**config.mk**
```make
export PLATFORM = sky130hd
export DESIGN_NAME = burner_remote_command_regs
export DESIGN_NICKNAME = d
export VERILOG_FILES = /design/src/rtl/burner_cmd_pkg.sv /design/src/rtl/bit_sync.sv /design/src/rtl/burner_remote_command_regs.sv
export SDC_FILE = /design/constraint.sdc
export NUM_CORES = 1
export LEC_CHECK = 0
export BUFFER_PORTS_ARGS = -buffer_cell sky130_fd_sc_hd__buf_2
export CORE_ASPECT_RATIO = 0.7
export CORE_MARGIN = 5
export CORE_UTILIZATION = 60
export CTS_BUF_LIST = sky130_fd_sc_hd__clkbuf_4 sky130_fd_sc_hd__clkbuf_8 sky130_fd_sc_hd__clkbuf_16
export CTS_CLUSTER_SIZE = 8
export DETAILED_ROUTE_END_ITERATION = 16
export GPL_ROUTABILITY_DRIVEN = 0
export GPL_TIMING_DRIVEN = 1
export HOLD_SLACK_MARGIN = 0.05
export PLACE_DENSITY = 0.85
export SLEW_MARGIN = 20
export SYNTH_ARGS = -nofsm -noshare
export SYNTH_HDL_FRONTEND = slang
export SYNTH_SLANG_ARGS = --single-unit
```
**constraint.sdc**
```tcl
create_clock -name i_clk -period 13.45 [get_ports i_clk]
set_clock_uncertainty 0.05 [all_clocks]
set_input_delay 2.69 -clock i_clk [delete_from_list [all_inputs] [get_ports i_clk]]
set_output_delay 2.69 -clock i_clk [all_outputs]
set_load 0.005 [all_outputs]
```
**src/rtl/burner_cmd_pkg.sv**
```systemverilog
// Constants for the remote command and terminal status register block.
// Assumes a 16-bit register port driven by a serial bus front end on the same clock.
//
// Function
// - Bit 0 returns to autonomous operation
// - Bit 1 keeps burner off
// - Bit 2 drives high fire in run
// - Bit 3 drives low fire in run
// - Bit 4 performs a remote reset
// - Bits 5-7 zero; bits 8-14 ignored
// - Bit 15 copied to control status
// - Lapsed refresh leaves the commanded state
// - Read-only 32-bit terminal status word
// - Fixed terminal bit assignments
// - Bit 0 least, bit 31 most significant
// - 32-bit pairs ordered by word order setting
package burner_cmd_pkg;

	// ----------------------------------------
	// Register offsets (16-bit word addresses)
	// ----------------------------------------
	localparam logic [15:0] TERM_WORD_A_OFS = 16'h006a;
	localparam logic [15:0] TERM_WORD_B_OFS = 16'h006b;
	localparam logic [15:0] CMD_WORD_OFS = 16'h01b9;
	localparam logic [15:0] CTL_STATUS_OFS = 16'h01ba;
	localparam logic [15:0] WORD_ORDER_OFS = 16'h01bc;

	// ----------------------------------------
	// Command word fields
	// ----------------------------------------
	localparam int CMD_AUTO_BIT = 0;
	localparam int CMD_OFF_BIT = 1;
	localparam int CMD_HIGH_BIT = 2;
	localparam int CMD_LOW_BIT = 3;
	localparam int CMD_RESET_BIT = 4;
	localparam int CMD_COPY_BIT = 15;
	localparam logic [7:0] CMD_MUST_ZERO_MASK = 8'he0;

	// ----------------------------------------
	// Terminal status bit positions
	// ----------------------------------------
	localparam int TERM_RUN_TEST_BIT = 0;
	localparam int TERM_FAN_BIT = 5;
	localparam int TERM_ALARM_BIT = 24;
	localparam int TERM_MODULATE_BIT = 25;
	localparam int TERM_RESET_BIT = 26;
	localparam int TERM_SAFETY_RELAY_BIT = 27;
	localparam int TERM_FLAME_INTERLOCK_BIT = 28;
	localparam int TERM_WIDTH = 32;

	// ----------------------------------------
	// Word order setting
	// ----------------------------------------
	localparam logic WORD_ORDER_MS_FIRST = 1'b0;
	localparam logic WORD_ORDER_LS_FIRST = 1'b1;

	// ----------------------------------------
	// Reset values
	// ----------------------------------------
	localparam logic [15:0] CMD_WORD_RESET = 16'h0001;
	localparam logic WORD_ORDER_RESET = 1'b0;

	// ----------------------------------------
	// Timing
	// ----------------------------------------
	localparam longint CLK_HZ = 64'd250_000_000;
	localparam longint REFRESH_LIMIT_S = 64'd120;
	localparam int REFRESH_W = 35;
	localparam logic [REFRESH_W-1:0] REFRESH_CYCLES = REFRESH_W'(REFRESH_LIMIT_S * CLK_HZ);

	// ----------------------------------------
	// Remote command modes
	// ----------------------------------------
	typedef enum logic [1:0] {
		MODE_AUTO = 2'b00,
		MODE_OFF = 2'b01,
		MODE_HIGH = 2'b10,
		MODE_LOW = 2'b11
	} mode_t;

endpackage : burner_cmd_pkg

```
**src/rtl/bit_sync.sv**
```systemverilog
// Two-flop synchroniser for a bundle of independent level inputs.
// Assumes each bit is a slow level; bits are not coherent with each other.
`timescale 1ns/10ps
module bit_sync #(
	parameter int WIDTH = 32
) (
	// Clock and reset
	input wire logic i_clk,
	input wire logic i_sys_rst,
	// Data
	input wire logic [WIDTH-1:0] i_async,
	output logic [WIDTH-1:0] o_sync
);

	// ----------------------------------------
	// State
	// ----------------------------------------
	typedef struct packed {
		logic [WIDTH-1:0] meta;
		logic [WIDTH-1:0] stable;
	} sync_t;

	sync_t sync_r;
	sync_t sync_nxt;

	// The first stage feeds only the second stage.
	always_comb begin
		sync_nxt.meta = i_async;
		sync_nxt.stable = sync_r.meta;
	end

	always_ff @(posedge i_clk or posedge i_sys_rst) begin
		if (i_sys_rst) begin
			sync_r <= '0;
		end else begin
			sync_r <= sync_nxt;
		end
	end

	assign o_sync = sync_r.stable;

endmodule : bit_sync

```
**src/rtl/burner_remote_command_regs.sv**
```systemverilog
// Remote command interpreter and terminal status words of a burner control.
// Assumes a 16-bit word register port on i_clk and terminal pins asynchronous to it.
`timescale 1ns/10ps
module burner_remote_command_regs #(
	parameter logic [burner_cmd_pkg::REFRESH_W-1:0] REFRESH_CYCLES = burner_cmd_pkg::REFRESH_CYCLES
) (
	// Clock and reset
	input wire logic i_clk,
	input wire logic i_sys_rst,
	// Register port
	input wire logic i_reg_wr,
	input wire logic i_reg_rd,
	input wire logic [15:0] i_reg_addr,
	input wire logic [15:0] i_reg_wdata,
	output logic [15:0] o_reg_rdata,
	output logic o_reg_rvalid,
	// Burner control side
	input wire logic [31:0] i_terminals,
	input wire logic i_run_phase,
	output logic o_fire_inhibit,
	output logic o_drive_high_fire,
	output logic o_drive_low_fire,
	output logic o_remote_reset,
	output logic o_remote_active
);

	// ----------------------------------------
	// State
	// ----------------------------------------
	typedef struct packed {
		logic [15:0] cmd_word;
		logic ctl_copy;
		burner_cmd_pkg::mode_t mode;
		logic [burner_cmd_pkg::REFRESH_W-1:0] timer;
		logic word_order;
		logic [15:0] held_word;
		logic [15:0] rdata;
		logic rvalid;
		logic fire_inhibit;
		logic drive_high;
		logic drive_low;
		logic remote_reset;
		logic remote_active;
	} state_t;

	state_t st_r;
	state_t st_nxt;
	logic [31:0] term_sync;

	// ----------------------------------------
	// Terminal pin synchronisation
	// ----------------------------------------
	bit_sync #(
		.WIDTH(burner_cmd_pkg::TERM_WIDTH)
	) u_term_sync (
		.i_clk(i_clk),
		.i_sys_rst(i_sys_rst),
		.i_async(i_terminals),
		.o_sync(term_sync)
	);

	// ----------------------------------------
	// Next state
	// ----------------------------------------
	always_comb begin
		logic [7:0] low_byte;
		logic cmd_hit;
		logic cmd_valid;
		logic [15:0] first_word;
		logic [15:0] second_word;
		logic [15:0] status_word;
		low_byte = i_reg_wdata[7:0];
		cmd_hit = i_reg_wr && (i_reg_addr == burner_cmd_pkg::CMD_WORD_OFS);
		first_word = '0;
		second_word = '0;
		status_word = '0;
		st_nxt = st_r;
		st_nxt.remote_reset = 1'b0;

		// Only one low-byte bit among 0..4; bits 5-7 must be clear, bits 8-14 are not looked at.
		cmd_valid = $onehot(low_byte) && ((low_byte & burner_cmd_pkg::CMD_MUST_ZERO_MASK) == 8'h00);

		// Refresh timer runs only while a mode other than MODE_AUTO is held, MODE_OFF included.
		if (st_r.mode != burner_cmd_pkg::MODE_AUTO) begin
			if (st_r.timer >= REFRESH_CYCLES - burner_cmd_pkg::REFRESH_W'(1)) begin
				st_nxt.mode = burner_cmd_pkg::MODE_AUTO;
				st_nxt.timer = '0;
			end else begin
				st_nxt.timer = st_r.timer + burner_cmd_pkg::REFRESH_W'(1);
			end
		end

		// A valid write overrides a lapse in the same cycle, so a refresh is never lost.
		if (cmd_hit && cmd_valid) begin
			st_nxt.mode = st_r.mode;
			st_nxt.cmd_word = i_reg_wdata;
			st_nxt.ctl_copy = i_reg_wdata[burner_cmd_pkg::CMD_COPY_BIT];
			st_nxt.timer = '0;
			if (low_byte[burner_cmd_pkg::CMD_AUTO_BIT]) begin
				st_nxt.mode = burner_cmd_pkg::MODE_AUTO;
			end
			if (low_byte[burner_cmd_pkg::CMD_OFF_BIT]) begin
				st_nxt.mode = burner_cmd_pkg::MODE_OFF;
			end
			if (low_byte[burner_cmd_pkg::CMD_HIGH_BIT]) begin
				st_nxt.mode = burner_cmd_pkg::MODE_HIGH;
			end
			if (low_byte[burner_cmd_pkg::CMD_LOW_BIT]) begin
				st_nxt.mode = burner_cmd_pkg::MODE_LOW;
			end
			if (low_byte[burner_cmd_pkg::CMD_RESET_BIT]) begin
				st_nxt.remote_reset = 1'b1;
			end
		end

		if (i_reg_wr && (i_reg_addr == burner_cmd_pkg::WORD_ORDER_OFS)) begin
			st_nxt.word_order = i_reg_wdata[0];
		end

		// Outputs follow the mode being entered, so they change with the mode flip-flop.
		case (st_nxt.mode)
			burner_cmd_pkg::MODE_AUTO: begin
				st_nxt.fire_inhibit = 1'b0;
				st_nxt.drive_high = 1'b0;
				st_nxt.drive_low = 1'b0;
			end
			burner_cmd_pkg::MODE_OFF: begin
				st_nxt.fire_inhibit = 1'b1;
				st_nxt.drive_high = 1'b0;
				st_nxt.drive_low = 1'b0;
			end
			burner_cmd_pkg::MODE_HIGH: begin
				st_nxt.fire_inhibit = 1'b0;
				st_nxt.drive_high = i_run_phase;
				st_nxt.drive_low = 1'b0;
			end
			burner_cmd_pkg::MODE_LOW: begin
				st_nxt.fire_inhibit = 1'b0;
				st_nxt.drive_high = 1'b0;
				st_nxt.drive_low = i_run_phase;
			end
			default: begin
				st_nxt.fire_inhibit = 1'b0;
				st_nxt.drive_high = 1'b0;
				st_nxt.drive_low = 1'b0;
			end
		endcase
		st_nxt.remote_active = (st_nxt.mode != burner_cmd_pkg::MODE_AUTO);

		// Terminal bit n maps straight to status bit n, bit 0 least significant.
		if (st_r.word_order == burner_cmd_pkg::WORD_ORDER_LS_FIRST) begin
			first_word = term_sync[15:0];
			second_word = term_sync[31:16];
		end else begin
			first_word = term_sync[31:16];
			second_word = term_sync[15:0];
		end

		status_word[burner_cmd_pkg::CMD_COPY_BIT] = st_r.ctl_copy;
		status_word[burner_cmd_pkg::CMD_AUTO_BIT] = (st_r.mode == burner_cmd_pkg::MODE_AUTO);
		status_word[burner_cmd_pkg::CMD_OFF_BIT] = (st_r.mode == burner_cmd_pkg::MODE_OFF);
		status_word[burner_cmd_pkg::CMD_HIGH_BIT] = (st_r.mode == burner_cmd_pkg::MODE_HIGH);
		status_word[burner_cmd_pkg::CMD_LOW_BIT] = (st_r.mode == burner_cmd_pkg::MODE_LOW);

		// ----------------------------------------
		// Read decode
		// ----------------------------------------
		// The second half is taken from the snapshot made with the first, so both halves agree.
		st_nxt.rvalid = i_reg_rd;
		st_nxt.rdata = '0;
		if (i_reg_rd) begin
			case (i_reg_addr)
				burner_cmd_pkg::TERM_WORD_A_OFS: begin
					st_nxt.rdata = first_word;
					st_nxt.held_word = second_word;
				end
				burner_cmd_pkg::TERM_WORD_B_OFS: begin
					st_nxt.rdata = st_r.held_word;
				end
				burner_cmd_pkg::CMD_WORD_OFS: begin
					st_nxt.rdata = st_r.cmd_word;
				end
				burner_cmd_pkg::CTL_STATUS_OFS: begin
					st_nxt.rdata = status_word;
				end
				burner_cmd_pkg::WORD_ORDER_OFS: begin
					st_nxt.rdata = {15'h0000, st_r.word_order};
				end
				default: begin
					st_nxt.rdata = '0;
				end
			endcase
		end
	end

	// ----------------------------------------
	// Registers
	// ----------------------------------------
	always_ff @(posedge i_clk or posedge i_sys_rst) begin
		if (i_sys_rst) begin
			st_r <= '0;
			st_r.cmd_word <= burner_cmd_pkg::CMD_WORD_RESET;
			st_r.mode <= burner_cmd_pkg::MODE_AUTO;
			st_r.word_order <= burner_cmd_pkg::WORD_ORDER_RESET;
		end else begin
			st_r <= st_nxt;
		end
	end

	// ----------------------------------------
	// Outputs
	// ----------------------------------------
	assign o_reg_rdata = st_r.rdata;
	assign o_reg_rvalid = st_r.rvalid;
	assign o_fire_inhibit = st_r.fire_inhibit;
	assign o_drive_high_fire = st_r.drive_high;
	assign o_drive_low_fire = st_r.drive_low;
	assign o_remote_reset = st_r.remote_reset;
	assign o_remote_active = st_r.remote_active;

endmodule : burner_remote_command_regs

```
## Word-level counts from Yosys, hierarchy flattened

Index checks and enable logic that the tools add are counted.

| storage, ports and cells | value |
|---|---|
| register bits | 157 |
| bits of input ports | 69 |
| output and inout port bits | 22 |
| logic and storage cells | 62 |

| cells by class | value |
|---|---|
| add/subtract/negate cells | 8 |
| magnitude comparators | 1 |
| eq/ne operators | 12 |
| muxes and demuxes | 15 |
| reduce and logical (&&, ||, !) cells | 11 |

Operators with widths:

| kind | number |
|---|---|
| one-hot mux 16 bit (5 select lines) | 1 |
| two-way mux 37 bit | 2 |
| == test 16 x 9 -> 1 bit, second input constant | 3 |
| two-way mux 16 bit | 3 |
| adder 35 x 1 -> 35 bit, second input constant | 1 |
| greater-or-equal comparator 35 bit, second input constant | 1 |
| two-way mux 35 bit | 1 |
| == test 16 x 7 -> 1 bit, second input constant | 2 |
| one-hot mux 3 bit (4 select lines) | 1 |
| two-way mux 2 bit | 5 |
| adder 1 x 1 -> 2 bit | 4 |
| == test 2 bit, second input constant | 4 |
| zero test 8 bit | 1 |
| adder 2 x 2 -> 3 bit | 2 |
| nonzero test 2 bit | 3 |
| adder 3 x 3 -> 4 bit | 1 |
| == test 2 x 1 -> 1 bit, second input constant | 2 |
| == test 4 x 1 -> 1 bit, second input constant | 1 |
| logical AND 1 bit | 4 |
| zero test 2 bit | 2 |
| two-way mux 1 bit | 2 |
| AND reduction 2 bit | 1 |

## Depth between registers and ports, before layout

Gate-level depths: netlist (run 1).

| logic depth | value |
|---|---|
| depth after elaboration | 9 |
| gate-level depth with buffers | 16 |
| depth with buffers taken out | 15 |

## Modules after synthesis

A second synthesis (run 1) with hierarchy kept.

| unflattened totals | value |
|---|---|
| cells, all modules | 593 |
| area total of the unflattened synthesis | 6846.6 µm² |

Modules (own cells, without submodules):

| module | instances | cells each | area an instance (µm²) | seq. area each (µm²) |
|---|---|---|---|---|
| burner_remote_command_regs | 1 | 528 | 5241.3 | 2303.5 |
| bit_sync | 1 | 65 | 1605.3 | 1601.5 |

## Worst setup path after synthesis (run 1)

OpenSTA, ideal clock, no wires.

| path | value |
|---|---|
| path kind | in2reg |
| start point | input port i_reg_wdata[0] |
| end point | register st_r[42] in the netlist's numbering |
| library setup time | 0.087 ns |
| data arrival time | 6.369 ns |
| data required time | 13.313 ns |
| slack | 6.944 ns |
| cell stages on the path | 16 |
| path buffers | 2 |
| path through | inv_1 > fa_1 > fa_1 > fa_1 > inv_1 > ha_1 > inv_1 > fa_1 > nor4bb_1 > nand3_1 > nor3_2 > nor3_1 > clkbuf_1 > buf_1 > nand2_1 > o211ai_1 |

| between the ends | value |
|---|---|
| word-level cells in the longest chain between the ends | 7 |
| elaborated cells between the ends (all ways) | 8 |
| those cells by class | 3 x add/sub; 1 x eq/ne; 1 x mux; 3 x reduce/logical |

Ends and longest elaborated chain:

| item | RTL line | source |
|---|---|---|
| from (decl) | burner_remote_command_regs.sv:14 | `input wire logic [15:0] i_reg_wdata,` |
| adder 1 x 1 -> 2 bit (not written as such) (*) | burner_remote_command_regs.sv:81 | `cmd_valid = $onehot(low_byte) && ((low_byte & burner_cmd_pkg::CMD_MUST_ZERO_MASK) == 8'h00);` |
| adder 2 x 2 -> 3 bit (not written as such) (*) | burner_remote_command_regs.sv:81 |  |
| adder 3 x 3 -> 4 bit (not written as such) (*) | burner_remote_command_regs.sv:81 |  |
| == test 4 x 1 -> 1 bit (*) | burner_remote_command_regs.sv:81 |  |
| logical AND 1 bit (*) | burner_remote_command_regs.sv:81 |  |
| logical AND 1 bit (*) | burner_remote_command_regs.sv:94 | `if (cmd_hit && cmd_valid) begin` |
| two-way mux 37 bit / nonzero test 2 bit (equally long branches) | -- |  |
| to (signal assigned) | burner_remote_command_regs.sv:206 | `st_r <= st_nxt;` |
| to (decl) | burner_remote_command_regs.sv:46 | `state_t st_r;` |

Mark *: on every way between the ends. The rest lies on a longest branch, timed or not.
A chain may end at the register's enable or synchronous reset.

## Final worst setup path (run 1)

| path | value |
|---|---|
| start point | input port i_reg_wdata[0] |
| end point | register st_r[45] in the netlist's numbering |

The elaborated chain is that of the path after synthesis.

==> results by group, run 1 <==
Run status
  • Status: finished clean

Clock tree
  • Clock transition at path regs: 60 ps
  • CTS Buf Count: 17
  • # Post-CTS Setup Buffers: 0
  • # resized after CTS: 0
  • CTS Hold Bufs: 0
  • Clock Latency Late Sink: 420 ps
  • H-tree depth: 4
  • Clock Tree Buf Depth: 2
  • Clock root buffer: clkbuf_16
  • Clock Sinks: around 160
  • Clock tree from TritonCTS: yes

Floorplan
  • Die X: 138.6 um
  • CORE AREA: 0.01117 mm^2
  • Die footprint: about 0.014 mm^2
  • Starting Density: ~62%
  • FP Rows: 32
  • Num ports: 91
  • Die H: 100.0 um

Cells and area
  • N_diodes: 0
  • Layout cell share with drive strength beyond 1: 22.64%
  • Nets: 775
  • Area delta synth->final: 15.99%
  • Post-Layout Cell Count: 864

Routing
  • Via count: 5,299
  • DR pass1 iterations: 5
  • DR vias/cell: 6.133
  • Final ANT Viol Nets: 0
  • DRC viols: 0
  • 1st-iter DRT viols: 586
  • Routed len/inst: about 19 um
  • WL final: 16,170 um

Synthesis
  • Gate Count Post-Synth: 635
  • Post-synth top flop: dfrtp_1
  • Mapped Nets: 712
  • Synth warn: 0
  • Synth top cells by count: dfrtp_1 (155), nand2_1 (55), nor2_1 (53)
  • Avg Cell Area, Syn: 10.94 um^2
  • Count leader, synth: dfrtp_1
  • Netlist Area Pre-Place: 0.006949 mm^2
  • Top post-synthesis cells by area: dfrtp_1 (56%), mux2i_1 (5.6%), nand2_1 (3.0%)
  • Post-synth top area share: a little under three fifths
  • Post-synth EDFFs: 0
  • Post-synth top area cell: dfrtp_1
  • Fraction of registers with async set/reset: between 90% and 100%
  • Seq/Total Area, Yosys: 56.19%
  • Distinct cells, synth: 61
  • Post-synthesis register bit count: 156

STA
  • Final hold viol count: 0
  • Worst-margin pin slew: ~1000 ps
  • Fmax: 144.3 MHz
  • Setup TNS: 0 ps
  • Final min period: 6929 ps
  • Final Max Tran Viols: 0
  • Slew HR: between 30% and 40%
  • Tcrit/Tclk final: between 50% and 60%
  • Setup violators final: 0
  • RSZ-0062 raised after global routing: no

Worst setup path
  • Worst Path Max Fanout: 34
  • Crit Reg-Reg Startpoint: st_r[39]
  • WP data required: 13,710 ps
  • R2r setup slk: 10,410 ps
  • Crit Path Category: input pin to flip-flop
  • Startpoint Class: input pin
  • R2R Path End: st_r[51]
  • Worst R2R Path Depth: 8
  • Worst setup EP type: flip-flop
  • CP Data Arrival Time: 7180 ps

Min path
  • Hold_sp: u_term_sync.sync_nxt[31]
  • Worst Hold Path EP: u_term_sync.o_sync[31]
  • Hold path depth: 0
  • Worst Hold Class: flip-flop to flip-flop

Power
  • Final Total Pwr: 1.056 mW
  • Leak Pwr: 3.616 nW
  • Max VDD drop: between 0.0001 and 0.00015 V
  • Pwr/cell area: 131.0 mW/mm^2

GRT
  • Vias in the first global route: between 5,000 and 6,000
  • Total track usage: 24.17%
  • Largest net degree at the start of global routing: 98
  • Antenna violations before repair: 0
  • GRT Residual Overflow: 0
  • First-pass GRT wire length: 26,830 um

Run
  • Max Cap Viol: 0

Placement
  • Post-Place Cells: 831
  • Post-DP HPWL: about 10000 um
  • IO buf count: 90
worst max-delay path by stage:
stage | from | to | slack (ps) | cells past startpoint
floorplan | i_sys_rst | o_drive_high_fire | 6510 | 1
global placement | i_reg_wdata[0] | st_r[46] | 6190 | 16
detailed placement | i_reg_wdata[0] | st_r[61] | 6010 | 16
CTS | i_reg_wdata[0] | st_r[61] | 6420 | 16
global route | i_reg_wdata[0] | st_r[61] | 6310 | 17
finish | i_reg_wdata[0] | st_r[45] | 6520 | 17
sequential cells by signal, summed over array words and instances (netlist names):
| signal | cells |
|---|---|
| o_reg_rdata | 16 |
| o_remote_reset | 1 |
| o_drive_low_fire | 1 |
| u_term_sync.o_sync | 32 |
| o_fire_inhibit | 1 |
| o_reg_rvalid | 1 |
| u_term_sync.sync_nxt | 32 |
| st_r | 70 |
| o_remote_active | 1 |
| o_drive_high_fire | 1 |
kinds of logic after synthesis:
logic type / synth area share (%)
compound gates: 10.82
xor+xnor: 0.7562
fa+ha+maj: 1.873
buf+inv: 5.455
flops: 56.19
mux: 7.886
simple gates: 17.01
layout make-up:
cell class / instances / area [um^2]
sequential: 156 / 3906
fill: 725 / 3110
multi-input combinational: 401 / 2689
timing repair buffer: 99 / 525.5
clock buffer: 22 / 469.2
tap: 153 / 191.4
clock inverter: 10 / 187.7
inverter: 23 / 91.34
routing by layer:
| layer | wire length [um] | up-vias | share of wire [%] | track usage, % |
|---|---|---|---|---|
| li1 | - | 2388 | - | - |
| met1 | 6746 | 2600 | 42 | 31.44 |
| met2 | 7734 | 276 | 48 | 39.13 |
| met5 | 0 | - | 0 | 0 |
| met4 | 380 | 0 | 2.4 | 10.23 |
| met3 | 1305 | 35 | 8.1 | 6.429 |
through the flow:
stage                     hold WS (ps)  util (%)  cell area, um^2  setup WS, ps
after floorplan                  281.2         -             6949          6505
after global placement           281.3     66.13             7387          6187
after detailed placement         284.7     66.13             7387          6008
after CTS                        297.1     72.01             8044          6425
after global routing             304.0     72.16             8060          6310
final                            293.3     72.16             8060          6521
where the power goes:
part	total (mW)	leakage [nW]	internal (mW)	switching, mW
sequential	0.484	1.99	0.479	0.00428
combinational	0.0442	1.30	0.0174	0.0268
clock	0.528	0.319	0.343	0.185
total	1.06	3.62	0.840	0.216
worst max-delay path, stage by stage:
cell and delay (ps):
buf_2 110, inv_1 80, fa_1 550, fa_1 450, fa_1 440, inv_1 70, ha_1 170, inv_1 60
fa_1 480, nor4bb_1 320, nand3_1 220, nor3_4 560, buf_8 250, nor3_2 50, buf_4 260, a41o_1 240
a22o_1 180
cells in the final DEF, fill, tap and decap left out, drive strengths merged, types with 4 or more instances in the layout:
cell type  Yosys  layout
clkbuf        24      22
fa             4       4
a41o           5       5
a41oi          9       9
nor3          12      12
and3b          4       4
o211ai         7       7
o21ai         25      25
mux2i         39      39
a22oi         14      14
a22o           7       7
nor4           9       9
xnor2          5       5
buf           31      99
nand4b         7       7
nand3         31      31
inv           23      24
bufinv         0       5
dfrtp        155     155
nand4         21      21
nor2          53      53
ha             4       4
nand2         55      55
nor2b          5       5
a21oi         24      24
mux2          14      14
and3          12      12
Note: power is estimated with default switching activity, not from simulation.
==> inputs of run 2 (changes only) <==
--- a/config.mk
+++ b/config.mk
@@ -8,14 +8,14 @@
 export BUFFER_PORTS_ARGS = -buffer_cell sky130_fd_sc_hd__buf_2
 export CORE_ASPECT_RATIO = 0.7
 export CORE_MARGIN = 5
-export CORE_UTILIZATION = 60
+export CORE_UTILIZATION = 52
 export CTS_BUF_LIST = sky130_fd_sc_hd__clkbuf_4 sky130_fd_sc_hd__clkbuf_8 sky130_fd_sc_hd__clkbuf_16
 export CTS_CLUSTER_SIZE = 8
 export DETAILED_ROUTE_END_ITERATION = 16
 export GPL_ROUTABILITY_DRIVEN = 0
 export GPL_TIMING_DRIVEN = 1
 export HOLD_SLACK_MARGIN = 0.05
-export PLACE_DENSITY = 0.85
+export PLACE_DENSITY = 0.79
 export SLEW_MARGIN = 20
 export SYNTH_ARGS = -nofsm -noshare
 export SYNTH_HDL_FRONTEND = slang
==> constraint.sdc (replaced) <==
create_clock -name i_clk -period 5.9 [get_ports i_clk]
set_clock_uncertainty 0.05 [all_clocks]
set_input_delay 1.18 -clock i_clk [delete_from_list [all_inputs] [get_ports i_clk]]
set_output_delay 1.18 -clock i_clk [all_outputs]
set_load 0.005 [all_outputs]
==> results by group, run 2 (synthesized netlist as in run 1, its figures left out) <==
Run status
  • Status: finished clean

Worst setup path
  • WP data required: 6160 ps
  • Crit Path Category: input pin to flip-flop
  • CP Data Arrival Time: 5320 ps
  • Worst Path Max Fanout: 14
  • Startpoint Class: input pin
  • Worst setup EP type: flip-flop

Clock tree
  • Clock root buffer: clkbuf_16
  • # resized after CTS: 0
  • CTS Hold Bufs: 0
  • Clock Tree Buf Depth: 2
  • # Post-CTS Setup Buffers: 0
  • H-tree depth: 4
  • CTS Buf Count: 17
  • Clock tree from TritonCTS: yes
  • Clock Sinks: around 160
  • Clock transition at path regs: 70 ps
  • Clock Latency Late Sink: ~430 ps

Placement
  • Area post-placement: 0.007427 mm^2
  • Post-DP HPWL: 11,000 um
  • IO buf count: 90

STA
  • Setup violators final: 0
  • Fmax: slightly below 200 MHz
  • Final min period: between 5000 and 6000 ps
  • Slew HR: 36.81%
  • Tcrit/Tclk final: around 86%
  • Setup TNS: 0 ps
  • RSZ-0062 raised after global routing: no
  • Worst-margin pin slew: 947.9 ps
  • Final hold viol count: 0
  • Final Max Tran Viols: 0

Cells and area
  • Area delta synth->final: 15.84%
  • Layout cell share with drive strength beyond 1: between 20% and 30%
  • Max FFs per register: 70
  • Largest Register: st_r
  • Multi-input logic area: 0.002683 mm^2
  • Finished layout cell area: 0.008050 mm^2
  • Seq. cell area: roughly 0.0039 mm^2
  • Most common cell after layout, fill and taps aside: dfrtp_1
  • Most frequent cells in the layout: dfrtp_1 (154), buf_2 (90), nand2_1 (55)
  • Nets: 778
  • Filler cells: between 900 and 1,000
  • N_diodes: 0

Power
  • Max VDD drop: 0.0001841 V
  • Leak Pwr: 3.602 nW
  • Pwr/cell area: roughly 290 mW/mm^2
  • Sw Pwr: ~0.59 mW
  • Logic pwr share: 4.5%
  • Clock network fraction of design power: 47.5%
  • Internal Power: 1.709 mW
  • Power share of the sequential group: 48.0%
  • Sw Ratio: 25.55%

Floorplan
  • FP Rows: 35
  • Num ports: 91
  • Starting Density: a little over half
  • Die footprint: 0.01581 mm^2
  • CORE AREA: 0.01314 mm^2
  • Die H: between 100 and 150 um
  • Die X: about 150 um

Min path
  • Worst Hold Class: flip-flop to flip-flop

GRT
  • Largest net degree at the start of global routing: between 100 and 150
  • Antenna violations before repair: 0
  • Vias in the first global route: a little over 5,000
  • Total track usage: around 21%
  • First-pass GRT wire length: about 26,000 um
  • GRT Residual Overflow: 0

Routing
  • Routed len/inst: 18.15 um
  • DRC viols: 0
  • Final ANT Viol Nets: 0
  • DR vias/cell: about 5.9
  • DR pass1 iterations: 5
  • WL final: 15,970 um
  • 1st-iter DRT viols: 628
  • Via count: 5,203

Run
  • Max Cap Viol: 0
==> run 2: cell count changes in the layout (fill, tap and decap cells not counted), sizes merged <==
cell,before,now
clkbuf,22,17
inv,24,28
buf,99,102
clkinv,2,10
bufinv,5,0
clkinvlp,2,0
==> run 2: layout make-up <==
| cell class | instances | share of cell area (%) |
|---|---|---|
| flip-flops and latches | 156 | 48.52 |
| multi-input cells | 401 | 33.32 |
| repair buffers | 102 | 6.714 |
| clock buffers | 17 | 5.284 |
| well taps | 166 | 2.580 |
| clock inverters | 15 | 2.409 |
| inverters | 23 | 1.166 |
==> run 2: worst paths after layout <==
| path | cells after the start | slack (ps) | to | from |
|---|---|---|---|---|
| worst max-delay path | 15 | 840 | st_r[46] | i_reg_wdata[0] |
| worst max register to register | 9 | 2500 | o_drive_high_fire | st_r[40] |
| worst min-delay path | 0 | 300 | u_term_sync.o_sync[7] | u_term_sync.sync_nxt[7] |
| min in group asynchronous | 2 | 890 | u_term_sync.sync_nxt[2] | i_sys_rst |
| worst min register to register | 0 | 300 | u_term_sync.o_sync[7] | u_term_sync.sync_nxt[7] |
| max in group asynchronous | 3 | 3970 | st_r[43] | i_sys_rst |
==> run 2: worst max-delay path, cell delays in order <==
cell	delay [ps]
buf_2	100
inv_1	90
fa_1	570
fa_1	430
fa_1	430
inv_1	70
ha_1	160
inv_1	60
fa_1	500
nor4bb_1	300
nand3_1	180
o32a_1	530
buf_4	260
a41o_1	260
a22o_1	170
==> run 2: stage by stage <==
stage / hold WS (ps) / worst slack, ps / instances / utilization [%] / total power, mW
5_1_grt: 296.7 / 791.7 / 880 / 61.28 / 2.374
4_1_cts: 296.3 / 905.3 / 880 / 61.25 / 2.310
6_report: 295.0 / 841.7 / 880 / 61.28 / 2.295
3_3_place_gp: 282.9 / 627.8 / 848 / 56.53 / 1.215
2_1_floorplan: 281.2 / 465.1 / 635 / - / 1.174
3_5_place_dp: 284.7 / 457.3 / 848 / 56.53 / 1.225
==> run 2: power groups by stage <==
stage | Combinational [mW] | Clock, mW | Sequential, mW
global route | 0.116 | 1.16 | 1.10
CTS | 0.103 | 1.11 | 1.10
finish | 0.103 | 1.09 | 1.10
floorplan | 0.0559 | 0 | 1.12
detailed placement | 0.103 | 0 | 1.12
global placement | 0.0940 | 0 | 1.12
==> run 2: layer usage <==
layer / vias up / global-route usage (%) / wire length [um] / share of wire (%)
li1: 2398 / - / - / -
met1: 2534 / 29.91 / 7162 / 45
met2: 235 / 31.06 / 7363 / 46
met3: 36 / 4.647 / 1133 / 7.1
met4: 0 / 7.581 / 312 / 2.0
met5: - / 0 / 0 / 0
